--- config.mk ---
export PLATFORM = sky130hd
export DESIGN_NAME = hps_top
export DESIGN_NICKNAME = d
export VERILOG_FILES = /design/src/hps_top.v
export VERILOG_INCLUDE_DIRS = /design/src /design/src/src
export SDC_FILE = /design/constraint.sdc
export NUM_CORES = 2
export LEC_CHECK = 0
export BUFFER_PORTS_ARGS = -buffer_cell sky130_fd_sc_hd__buf_2
export CAP_MARGIN = 20
export CORE_ASPECT_RATIO = 0.5
export CORE_MARGIN = 2
export CORE_UTILIZATION = 45
export CTS_BUF_LIST = sky130_fd_sc_hd__clkbuf_2
export DETAILED_ROUTE_END_ITERATION = 8
export PLACE_DENSITY_LB_ADDON = 0.15
export SLEW_MARGIN = 20
export SYNTH_ARGS = -nofsm -noshare
export SYNTH_HDL_FRONTEND = slang
export SYNTH_SLANG_ARGS = --single-unit
--- constraint.sdc ---
create_clock -name clk -period 56.3 [get_ports clk]
set_clock_uncertainty 0.05 [all_clocks]
set_input_delay 11.26 -clock clk [delete_from_list [all_inputs] [get_ports clk]]
set_output_delay 11.26 -clock clk [all_outputs]
set_load 0.02 [all_outputs]
--- src/hps_map.vh ---
// Register map, field layout and timing constants for the hub port supervisor
`ifndef HPS_MAP_VH
`define HPS_MAP_VH
`define HPS_NPORT        8
`define HPS_CLK_MHZ      100
`define HPS_SLOT_US      140
`define HPS_SLOT_CYC     (`HPS_SLOT_US * `HPS_CLK_MHZ)
`define HPS_TTRIP_US     1000
`define HPS_TTRIP_CYC    (`HPS_TTRIP_US * `HPS_CLK_MHZ)
`define HPS_DEB_US       10000
`define HPS_DEB_CYC      (`HPS_DEB_US * `HPS_CLK_MHZ)
`define HPS_WDT_US       500000
`define HPS_WDT_CYC      (`HPS_WDT_US * `HPS_CLK_MHZ)
`define HPS_HB_UNIT_US   1000
`define HPS_HB_UNIT_CYC  (`HPS_HB_UNIT_US * `HPS_CLK_MHZ)
// Word addresses (byte address divided by four)
`define HPS_A_CTRL       4'h0
`define HPS_A_STATUS     4'h1
`define HPS_A_PEN        4'h2
`define HPS_A_OCFLAG     4'h3
`define HPS_A_HB         4'h4
`define HPS_A_LIMIT0     4'h8
// Control fields
`define HPS_C_AUTO       0
`define HPS_C_FORCE      1
`define HPS_C_USER       2
`define HPS_C_KICK       3
`define HPS_CTRL_RST     4'h1
`define HPS_HB_RST       8'h0a
`define HPS_LIMIT_RST    12'hfff
`endif

--- src/hps_top.v ---
// Hub port supervisor: overcurrent trip, upstream choice, link routing, indicators
`timescale 1ns/1ps
`include "hps_map.vh"
module hps_top #(
    parameter SLOT_CYC  = `HPS_SLOT_CYC,
    parameter TTRIP_CYC = `HPS_TTRIP_CYC,
    parameter DEB_CYC   = `HPS_DEB_CYC,
    parameter WDT_CYC   = `HPS_WDT_CYC,
    parameter HB_CYC    = `HPS_HB_UNIT_CYC
) (
    // Clock and reset
    input  wire        clk,
    input  wire        rst,
    // Avalon-MM slave
    input  wire [3:0]  avs_address,
    input  wire        avs_read,
    input  wire        avs_write,
    input  wire [31:0] avs_writedata,
    output reg  [31:0] avs_readdata,
    output wire        avs_waitrequest,
    // Measurement converter: one raw result per slot, voltage and current slots alternating
    output reg  [2:0]  adc_port,
    output reg         adc_is_current,
    input  wire [11:0] adc_raw,
    // Upstream and control port status
    input  wire        upstream_zero_conn,
    input  wire        upstream_one_conn,
    input  wire        upstream_super,
    input  wire        ctrl_attach,
    input  wire        ctrl_enumerated,
    input  wire        fw_healthy,
    // Downstream status
    input  wire [7:0]  down_enum,
    input  wire [7:0]  down_super,
    // Switching outputs
    output reg  [7:0]  port_power,
    output wire        upstream_sel_one,
    output wire        upstream_grant_zero,
    output wire        upstream_grant_one,
    output wire        link_on_ctrl,
    output wire        ctrl_hub_data_en,
    // Indicators
    output wire        led_link,
    output reg         led_heartbeat,
    output wire        led_power_red,
    output reg         led_power_blue,
    output wire        led_up_green,
    output wire        led_up_yellow,
    output wire [7:0]  led_down_green,
    output wire [7:0]  led_down_yellow,
    output wire [7:0]  led_down_power,
    output wire        led_upstream_zero,
    output wire        led_upstream_one,
    output wire        led_ctrl,
    output reg         led_user
);

    // Software state
    reg  [3:0]  ctrl;
    reg  [7:0]  port_en;
    reg  [7:0]  oc_flag;
    reg  [7:0]  hb_rate;
    reg  [11:0] limit [0:`HPS_NPORT-1];
    reg         rd_pend;
    reg  [31:0] next_readdata;
    // Sequencer and trip state
    reg  [31:0] slot_cnt;
    reg  [1:0]  phase;
    reg  [2:0]  grp_base;
    reg  [31:0] trip_cnt [0:`HPS_NPORT-1];
    reg  [7:0]  trip_pend;
    // Debounce, watchdog, heartbeat
    reg         ctrl_stable;
    reg  [31:0] deb_cnt;
    reg  [31:0] wdt_cnt;
    reg         wdt_run;
    reg  [31:0] flash_cnt;
    reg  [31:0] hb_cnt;
    reg  [7:0]  hb_units;

    // Strobes decoded from the bus, the sequencer and the timers
    wire        slot_end;
    wire        wr_ctrl;
    wire        wr_ocflag;
    wire        wr_pen;
    wire        wr_kick;
    wire        sample_hit;
    wire        hb_tick;
    wire        up_sel_conn;
    wire        link_active;

    assign slot_end   = (slot_cnt == SLOT_CYC - 1);
    assign wr_ctrl    = avs_write && (avs_address == `HPS_A_CTRL);
    assign wr_ocflag  = avs_write && (avs_address == `HPS_A_OCFLAG);
    assign wr_pen     = avs_write && (avs_address == `HPS_A_PEN);
    assign wr_kick    = wr_ctrl && avs_writedata[`HPS_C_KICK];
    assign sample_hit = slot_end && adc_is_current;
    assign hb_tick    = (hb_cnt == HB_CYC - 1);

    // Reads answer one cycle after the request, writes at once
    assign avs_waitrequest = avs_read && !rd_pend;

    // Register writes
    always @(posedge clk or posedge rst) begin
        if (rst) begin
            ctrl    <= `HPS_CTRL_RST;
            port_en <= 8'h00;
            hb_rate <= `HPS_HB_RST;
        end else if (avs_write) begin
            case (avs_address)
                `HPS_A_CTRL: ctrl    <= avs_writedata[3:0];
                `HPS_A_PEN:  port_en <= avs_writedata[7:0];
                `HPS_A_HB:   hb_rate <= avs_writedata[7:0];
                default: ;
            endcase
        end
    end

    // User indicator: software only, no hardware state of its own
    always @(posedge clk or posedge rst) begin
        if (rst)
            led_user <= 1'b0;
        else if (wr_ctrl)
            led_user <= avs_writedata[`HPS_C_USER];
    end

    // Trip level table, 12 bits, 1 mA per step
    genvar gi;
    generate
        for (gi = 0; gi < `HPS_NPORT; gi = gi + 1) begin : g_lim
            always @(posedge clk or posedge rst) begin
                if (rst)
                    limit[gi] <= `HPS_LIMIT_RST;
                else if (avs_write && avs_address == `HPS_A_LIMIT0 + gi)
                    limit[gi] <= avs_writedata[11:0];
            end
        end
    endgenerate

    // Read data selection for the addressed register; unmapped reads 0
    always @* begin
        next_readdata = 32'h00000000;
        case (avs_address)
            `HPS_A_CTRL:   next_readdata = {28'h0000000, ctrl};
            `HPS_A_STATUS: next_readdata = {26'h0, ctrl_stable,
                           upstream_sel_one, upstream_one_conn,
                           upstream_zero_conn, wdt_run, link_on_ctrl};
            `HPS_A_PEN:    next_readdata = {24'h000000, port_en};
            `HPS_A_OCFLAG: next_readdata = {24'h000000, oc_flag};
            `HPS_A_HB:     next_readdata = {24'h000000, hb_rate};
            default: begin
                if (avs_address >= `HPS_A_LIMIT0)
                    next_readdata = {20'h00000, limit[avs_address[2:0]]};
            end
        endcase
    end

    // Read path: data registered, one wait state per read
    always @(posedge clk or posedge rst) begin
        if (rst) begin
            rd_pend      <= 1'b0;
            avs_readdata <= 32'h00000000;
        end else begin
            rd_pend <= avs_read && !rd_pend;
            if (avs_read && !rd_pend)
                avs_readdata <= next_readdata;
        end
    end

    // Slot sequencer: groups of three ports, voltage then current each
    always @(posedge clk or posedge rst) begin
        if (rst) begin
            slot_cnt       <= 32'h00000000;
            adc_port       <= 3'h0;
            adc_is_current <= 1'b0;
            phase          <= 2'h0;
            grp_base       <= 3'h0;
        end else begin
            if (slot_end)
                slot_cnt <= 32'h00000000;
            else
                slot_cnt <= slot_cnt + 32'h00000001;
            if (slot_end) begin
                adc_is_current <= ~adc_is_current;
                if (adc_is_current) begin
                    if (phase == 2'h2) begin
                        phase    <= 2'h0;
                        grp_base <= grp_base + 3'h3;
                        adc_port <= grp_base + 3'h3;
                    end else begin
                        phase    <= phase + 2'h1;
                        adc_port <= adc_port + 3'h1;
                    end
                end
            end
        end
    end

    // Per-port trip: single raw sample over limit, flag, delayed cut-off
    generate
        for (gi = 0; gi < `HPS_NPORT; gi = gi + 1) begin : g_trip
            // Raw sample over the port's level; cut when the delay has run
            wire over;
            wire cut;
            assign over = sample_hit && (adc_port == gi)
                          && (adc_raw > limit[gi]) && port_en[gi];
            assign cut  = trip_pend[gi] && (trip_cnt[gi] == TTRIP_CYC - 1);

            // Overcurrent flag: a trip wins over a clear in the same cycle
            always @(posedge clk or posedge rst) begin
                if (rst)
                    oc_flag[gi] <= 1'b0;
                else if (over)
                    oc_flag[gi] <= 1'b1;
                else if (wr_ocflag && avs_writedata[gi])
                    oc_flag[gi] <= 1'b0;
            end

            // Trip delay timer
            always @(posedge clk or posedge rst) begin
                if (rst) begin
                    trip_pend[gi] <= 1'b0;
                    trip_cnt[gi]  <= 32'h00000000;
                end else if (over && !trip_pend[gi]) begin
                    trip_pend[gi] <= 1'b1;
                    trip_cnt[gi]  <= 32'h00000000;
                end else if (trip_pend[gi]) begin
                    trip_pend[gi] <= !cut;
                    trip_cnt[gi]  <= trip_cnt[gi] + 32'h00000001;
                end
            end

            // Port switch: cut after the delay, held off while flagged
            always @(posedge clk or posedge rst) begin
                if (rst)
                    port_power[gi] <= 1'b0;
                else if (cut)
                    port_power[gi] <= 1'b0;
                else if (!trip_pend[gi] && !oc_flag[gi])
                    port_power[gi] <= port_en[gi];
                else if (wr_pen && !avs_writedata[gi])
                    port_power[gi] <= 1'b0;
            end
        end
    endgenerate

    // Control port attach debounce
    always @(posedge clk or posedge rst) begin
        if (rst) begin
            ctrl_stable <= 1'b0;
            deb_cnt     <= 32'h00000000;
        end else if (ctrl_attach == ctrl_stable) begin
            deb_cnt <= 32'h00000000;
        end else if (deb_cnt == DEB_CYC - 1) begin
            ctrl_stable <= ctrl_attach;
            deb_cnt     <= 32'h00000000;
        end else begin
            deb_cnt <= deb_cnt + 32'h00000001;
        end
    end

    // Upstream choice and link routing; aux port has no logic here
    assign upstream_sel_one = ctrl[`HPS_C_AUTO] ? !upstream_zero_conn
                              : ctrl[`HPS_C_FORCE];
    assign upstream_grant_zero = !upstream_sel_one;
    assign upstream_grant_one  = upstream_sel_one;
    assign link_on_ctrl        = ctrl_stable;
    assign ctrl_hub_data_en    = 1'b0;
    assign up_sel_conn = upstream_sel_one ? upstream_one_conn
                         : upstream_zero_conn;
    assign link_active = ctrl_enumerated && (link_on_ctrl || up_sel_conn);

    // Watchdog: kicked by software, runs for a fixed time after each kick
    always @(posedge clk or posedge rst) begin
        if (rst) begin
            wdt_cnt <= 32'h00000000;
            wdt_run <= 1'b0;
        end else if (wr_kick) begin
            wdt_cnt <= 32'h00000000;
            wdt_run <= 1'b1;
        end else if (wdt_cnt == WDT_CYC - 1) begin
            wdt_run <= 1'b0;
        end else begin
            wdt_cnt <= wdt_cnt + 32'h00000001;
        end
    end

    // Free-running flash period for the blue indicator
    always @(posedge clk or posedge rst) begin
        if (rst)
            flash_cnt <= 32'h00000000;
        else if (flash_cnt == WDT_CYC - 1)
            flash_cnt <= 32'h00000000;
        else
            flash_cnt <= flash_cnt + 32'h00000001;
    end

    // Blue flashes only while the watchdog runs and firmware is healthy
    always @(posedge clk or posedge rst) begin
        if (rst)
            led_power_blue <= 1'b0;
        else if (!(wdt_run && fw_healthy))
            led_power_blue <= 1'b0;
        else if (flash_cnt == WDT_CYC - 1)
            led_power_blue <= ~led_power_blue;
    end

    // Heartbeat unit timer, held clear while no link is active
    always @(posedge clk or posedge rst) begin
        if (rst)
            hb_cnt <= 32'h00000000;
        else if (!link_active || hb_tick)
            hb_cnt <= 32'h00000000;
        else
            hb_cnt <= hb_cnt + 32'h00000001;
    end

    // Heartbeat: toggles every hb_rate units while link is active
    always @(posedge clk or posedge rst) begin
        if (rst) begin
            hb_units      <= 8'h00;
            led_heartbeat <= 1'b0;
        end else if (!link_active) begin
            hb_units      <= 8'h00;
            led_heartbeat <= 1'b0;
        end else if (hb_tick) begin
            if (hb_units + 8'h01 >= hb_rate) begin
                hb_units      <= 8'h00;
                led_heartbeat <= ~led_heartbeat;
            end else begin
                hb_units <= hb_units + 8'h01;
            end
        end
    end

    // Indicators
    assign led_link          = ctrl_enumerated;
    assign led_power_red     = 1'b1;
    assign led_up_green      = upstream_super;
    assign led_up_yellow     = !upstream_super && (upstream_zero_conn || upstream_one_conn);
    assign led_down_green    = down_enum & down_super;
    assign led_down_yellow   = down_enum & ~down_super;
    assign led_down_power    = port_power;
    assign led_upstream_zero = upstream_zero_conn;
    assign led_upstream_one  = upstream_one_conn;
    assign led_ctrl          = ctrl_stable;

endmodule // hps_top

==> results_dict.tcl <==
set metrics [dict create \
    status "finished clean" \
    detailedPlacementHpwl_mm 53.1 \
    grt_max_degree 186 \
    post_synth_instance_area_um2 31500 \
    synth_edf_count 0 \
    net_count_of_the_finished_layout 3716 \
    cap_violations 0 \
    clock_latency_ns 1.24 \
    dieArea_um2 72200 \
    reg_to_reg_critical_path_startpoint "slot_cnt[17]$_DFF_PP0_" \
    critical_path.cell_chain "buf_2, nand2b_1, inv_1, buf_2" \
    grt_remaining_overflow 0 \
    pwr_density_cell_nw_per_um2 27.0 \
    cts.path.max_buffers 3 \
    worstRegToRegCells 6 \
    timing_worst_slew_pin_value_ns 0.954 \
    postLayoutSetupSlackWorst_ns 32.73 \
    timing.hold.worst.class "register to register" \
    critPathMostFrequentCell "sky130_fd_sc_hd__buf_2" \
    critPathMaxFanout 18 \
    layout-drive-gt1-share_pct 15.4 \
    most-common-layout-cells "sky130_fd_sc_hd__dfrtp_1, sky130_fd_sc_hd__nand2_1, sky130_fd_sc_hd__o21ai_0" \
    ys.flop_type "sky130_fd_sc_hd__dfrtp_1" \
    required_time_at_the_worst_slack_endpoint_ns 44.99 \
    grt_usage_pct 21.7 \
    hold_violations 0 \
    detail_route.wirelength_mm 77.2 \
    cts.hold.buffers_added 0 \
    crit_buf_inv 3 \
    finalSetupViolations 0 \
    dieWidth_um 378 \
    finalCritPeriodShare_pct 41.9 \
    post-place-ws_ns 32.73 \
    grt_antenna_before_repair 3 \
    final_period_minus_worst_setup_slack_ns 23.57 \
    postRouteAntennaNets 0 \
    row_count 68 \
    boundary_pins 158 \
    grt_pass1_wl_mm 127 \
    drt_first_iter_violations 1811 \
    layout.cells.most_common "sky130_fd_sc_hd__dfrtp_1" \
    num_vias 25200 \
    timing.critical_path.from_type "input pin" \
    dieHeight_um 191 \
    critical_path_class "input pin to primary output" \
    timing.rr.end "trip_cnt[185]$_DFFE_PP0P_" \
    hold_end "flash_cnt[31]$_DFF_PP0_" \
    reg2reg_setup_slack_ns 52.57 \
    worst_hold_path.num_cells 1 \
    syn-instance-count 3348 \
    cts_tree "done" \
    ys_async_sr_fraction_pct 100 \
    wire_length_per_cell_um 16.9 \
    timing.critical_path.to_type "primary output" \
    timing.hold.worst.start "flash_cnt[31]$_DFF_PP0_" \
    cts.htree.levels 4 \
    total_neg_setup_slack_ns 0 \
    clk_transition_reported_paths_ns 0.10 \
    power.ir.vdd_worst_mv 0.0162 \
    cts_sinks 590 \
    fmax_ghz 0.0424 \
    routed_via_density 5.51 \
    cts.root.buffer_cell "sky130_fd_sc_hd__clkbuf_2" \
    grt_pass1_vias 24200 \
    place.port_buffers 115 \
    timing.critical_path.max_delay_family "simple AND/OR/NAND/NOR gates" \
    area_growth_pct 8.81 \
    critical_path.max_stage_delay_ns 0.53 \
    detail_route.first_pass.iterations 7 \
    seq_total_area_yosys_pct 47.3 \
    static-leakage-power_nw 15.1 \
    post_cts_resized 0 \
    maxSlewHeadroom_pct 36.4 \
    synth_warnings 0 \
    remaining_drc_errors 0 \
    postCtsSetupRepairBufs 0 \
    critical-path-slowest-cell "sky130_fd_sc_hd__nand2b_1" \
    grt_setup_unrepaired "no" \
    synth_cell_type_count 77 \
    core_um2 69100 \
    start_util_pct 45.5 \
    gpl.final_weighted_congestion 0.853 \
    postSynthRegisterBits 590 \
    numCtsBuffers 145 \
    worst_ep_arrival_time_ns 12.26 \
    layout.core_utilization_pct 49.5 \
    worst_hold_slack_ns 0.426 \
    syn-mean-instance-area_um2 9.40 \
    finalMaxSlewViolations 0 \
]
==> worst max path at each step <==
stage / from / endpoint / cells after the start
final: avs_read / avs_waitrequest / 4
after global routing: avs_read / avs_waitrequest / 4
after CTS: avs_read / avs_waitrequest / 4
after detailed placement: avs_read / avs_waitrequest / 4
after global placement: avs_read / avs_waitrequest / 4
after floorplan: rst / adc_is_current$_DFFE_PP0N_ / 1
==> registers in the layout, summed over array words and instances, names as in the netlist, 2 cells and up <==
| signal | count |
|---|---|
| oc_flag | 8 |
| trip_pend | 8 |
| hb_rate | 8 |
| flash_cnt | 32 |
| wdt_cnt | 32 |
| phase | 2 |
| led_down_power | 8 |
| avs_readdata | 12 |
| deb_cnt | 32 |
| ctrl | 4 |
| adc_port | 3 |
| port_en | 8 |
| grp_base | 3 |
| limit | 96 |
| hb_units | 8 |
| slot_cnt | 32 |
| trip_cnt | 256 |
| hb_cnt | 32 |
==> cell type report <==
cell class	instances	area [um^2]
flip-flops and latches	590	14900
clock buffers	219	1100
well taps	945	1180
diodes	2	5.00
fillers	6576	34900
multi-input cells	2466	15300
repair buffers	149	863
inverters	165	627
clock inverters	28	236
==> kinds of logic (layout without fill, tap and decap cells) <==
logic type / count (synthesis) / count (layout) / synth area share (%)
AO/OA/AOI/OAI: 572 / 572 / 10.8
adder cells (fa/ha/maj): 125 / 125 / 4.97
other: 2 / 24 / 0.0239
AND/OR/NAND/NOR: 1482 / 1482 / 23.9
multiplexers: 63 / 63 / 3.06
XOR/XNOR: 202 / 202 / 5.62
flip-flops: 590 / 590 / 47.3
buffers and inverters: 312 / 561 / 4.30
==> layer usage <==
metal	GRT usage [%]	routed length [um]	vias to the layer above	part of all wire, %
met5	0	0	-	0
met4	7.09	1630	0	2.1
met3	4.25	3740	125	4.8
met2	33.8	34600	470	45
met1	30.6	37300	12200	48
li1	-	-	12400	-
==> Yosys cell counts, types with 25 or more instances <==
library cell | count | area share (%)
sky130_fd_sc_hd__a21oi_1 | 67 | 1.1
sky130_fd_sc_hd__and3_1 | 79 | 1.6
sky130_fd_sc_hd__and4_1 | 31 | 0.86
sky130_fd_sc_hd__buf_4 | 38 | 0.91
sky130_fd_sc_hd__clkbuf_1 | 89 | 1.1
sky130_fd_sc_hd__dfrtp_1 | 491 | 39
sky130_fd_sc_hd__dfstp_2 | 99 | 8.3
sky130_fd_sc_hd__ha_1 | 125 | 5.0
sky130_fd_sc_hd__inv_1 | 165 | 2.0
sky130_fd_sc_hd__mux4_2 | 25 | 1.8
sky130_fd_sc_hd__nand2_1 | 362 | 4.3
sky130_fd_sc_hd__nand3_1 | 295 | 4.7
sky130_fd_sc_hd__nand3b_1 | 27 | 0.64
sky130_fd_sc_hd__nand4_1 | 112 | 2.2
sky130_fd_sc_hd__nor2_1 | 269 | 3.2
sky130_fd_sc_hd__nor3_1 | 46 | 0.73
sky130_fd_sc_hd__nor4_1 | 89 | 1.8
sky130_fd_sc_hd__o21ai_0 | 322 | 5.1
sky130_fd_sc_hd__o31ai_1 | 32 | 0.76
sky130_fd_sc_hd__or3_1 | 28 | 0.56
sky130_fd_sc_hd__xnor2_1 | 92 | 2.6
sky130_fd_sc_hd__xor2_1 | 110 | 3.1
==> where the power goes <==
group	internal (W)	total, W	switching [W]	leakage [nW]
clock	0.000125	0.000306	0.000181	1.04
combinational	0.0000499	0.000131	0.0000812	7.44
sequential	0.000463	0.000486	0.0000229	6.62
==> metrics by stage <==
step                      area (um^2)  std cells  power, W
final                           34200       4564  0.000923
after global routing            34200       4564  0.000980
after CTS                       34200       4561  0.000936
after detailed placement        32900       4314  0.000625
after global placement          32900       4314  0.000621
after floorplan                 31500       3368  0.000581
(Power assumes the default switching activity.)
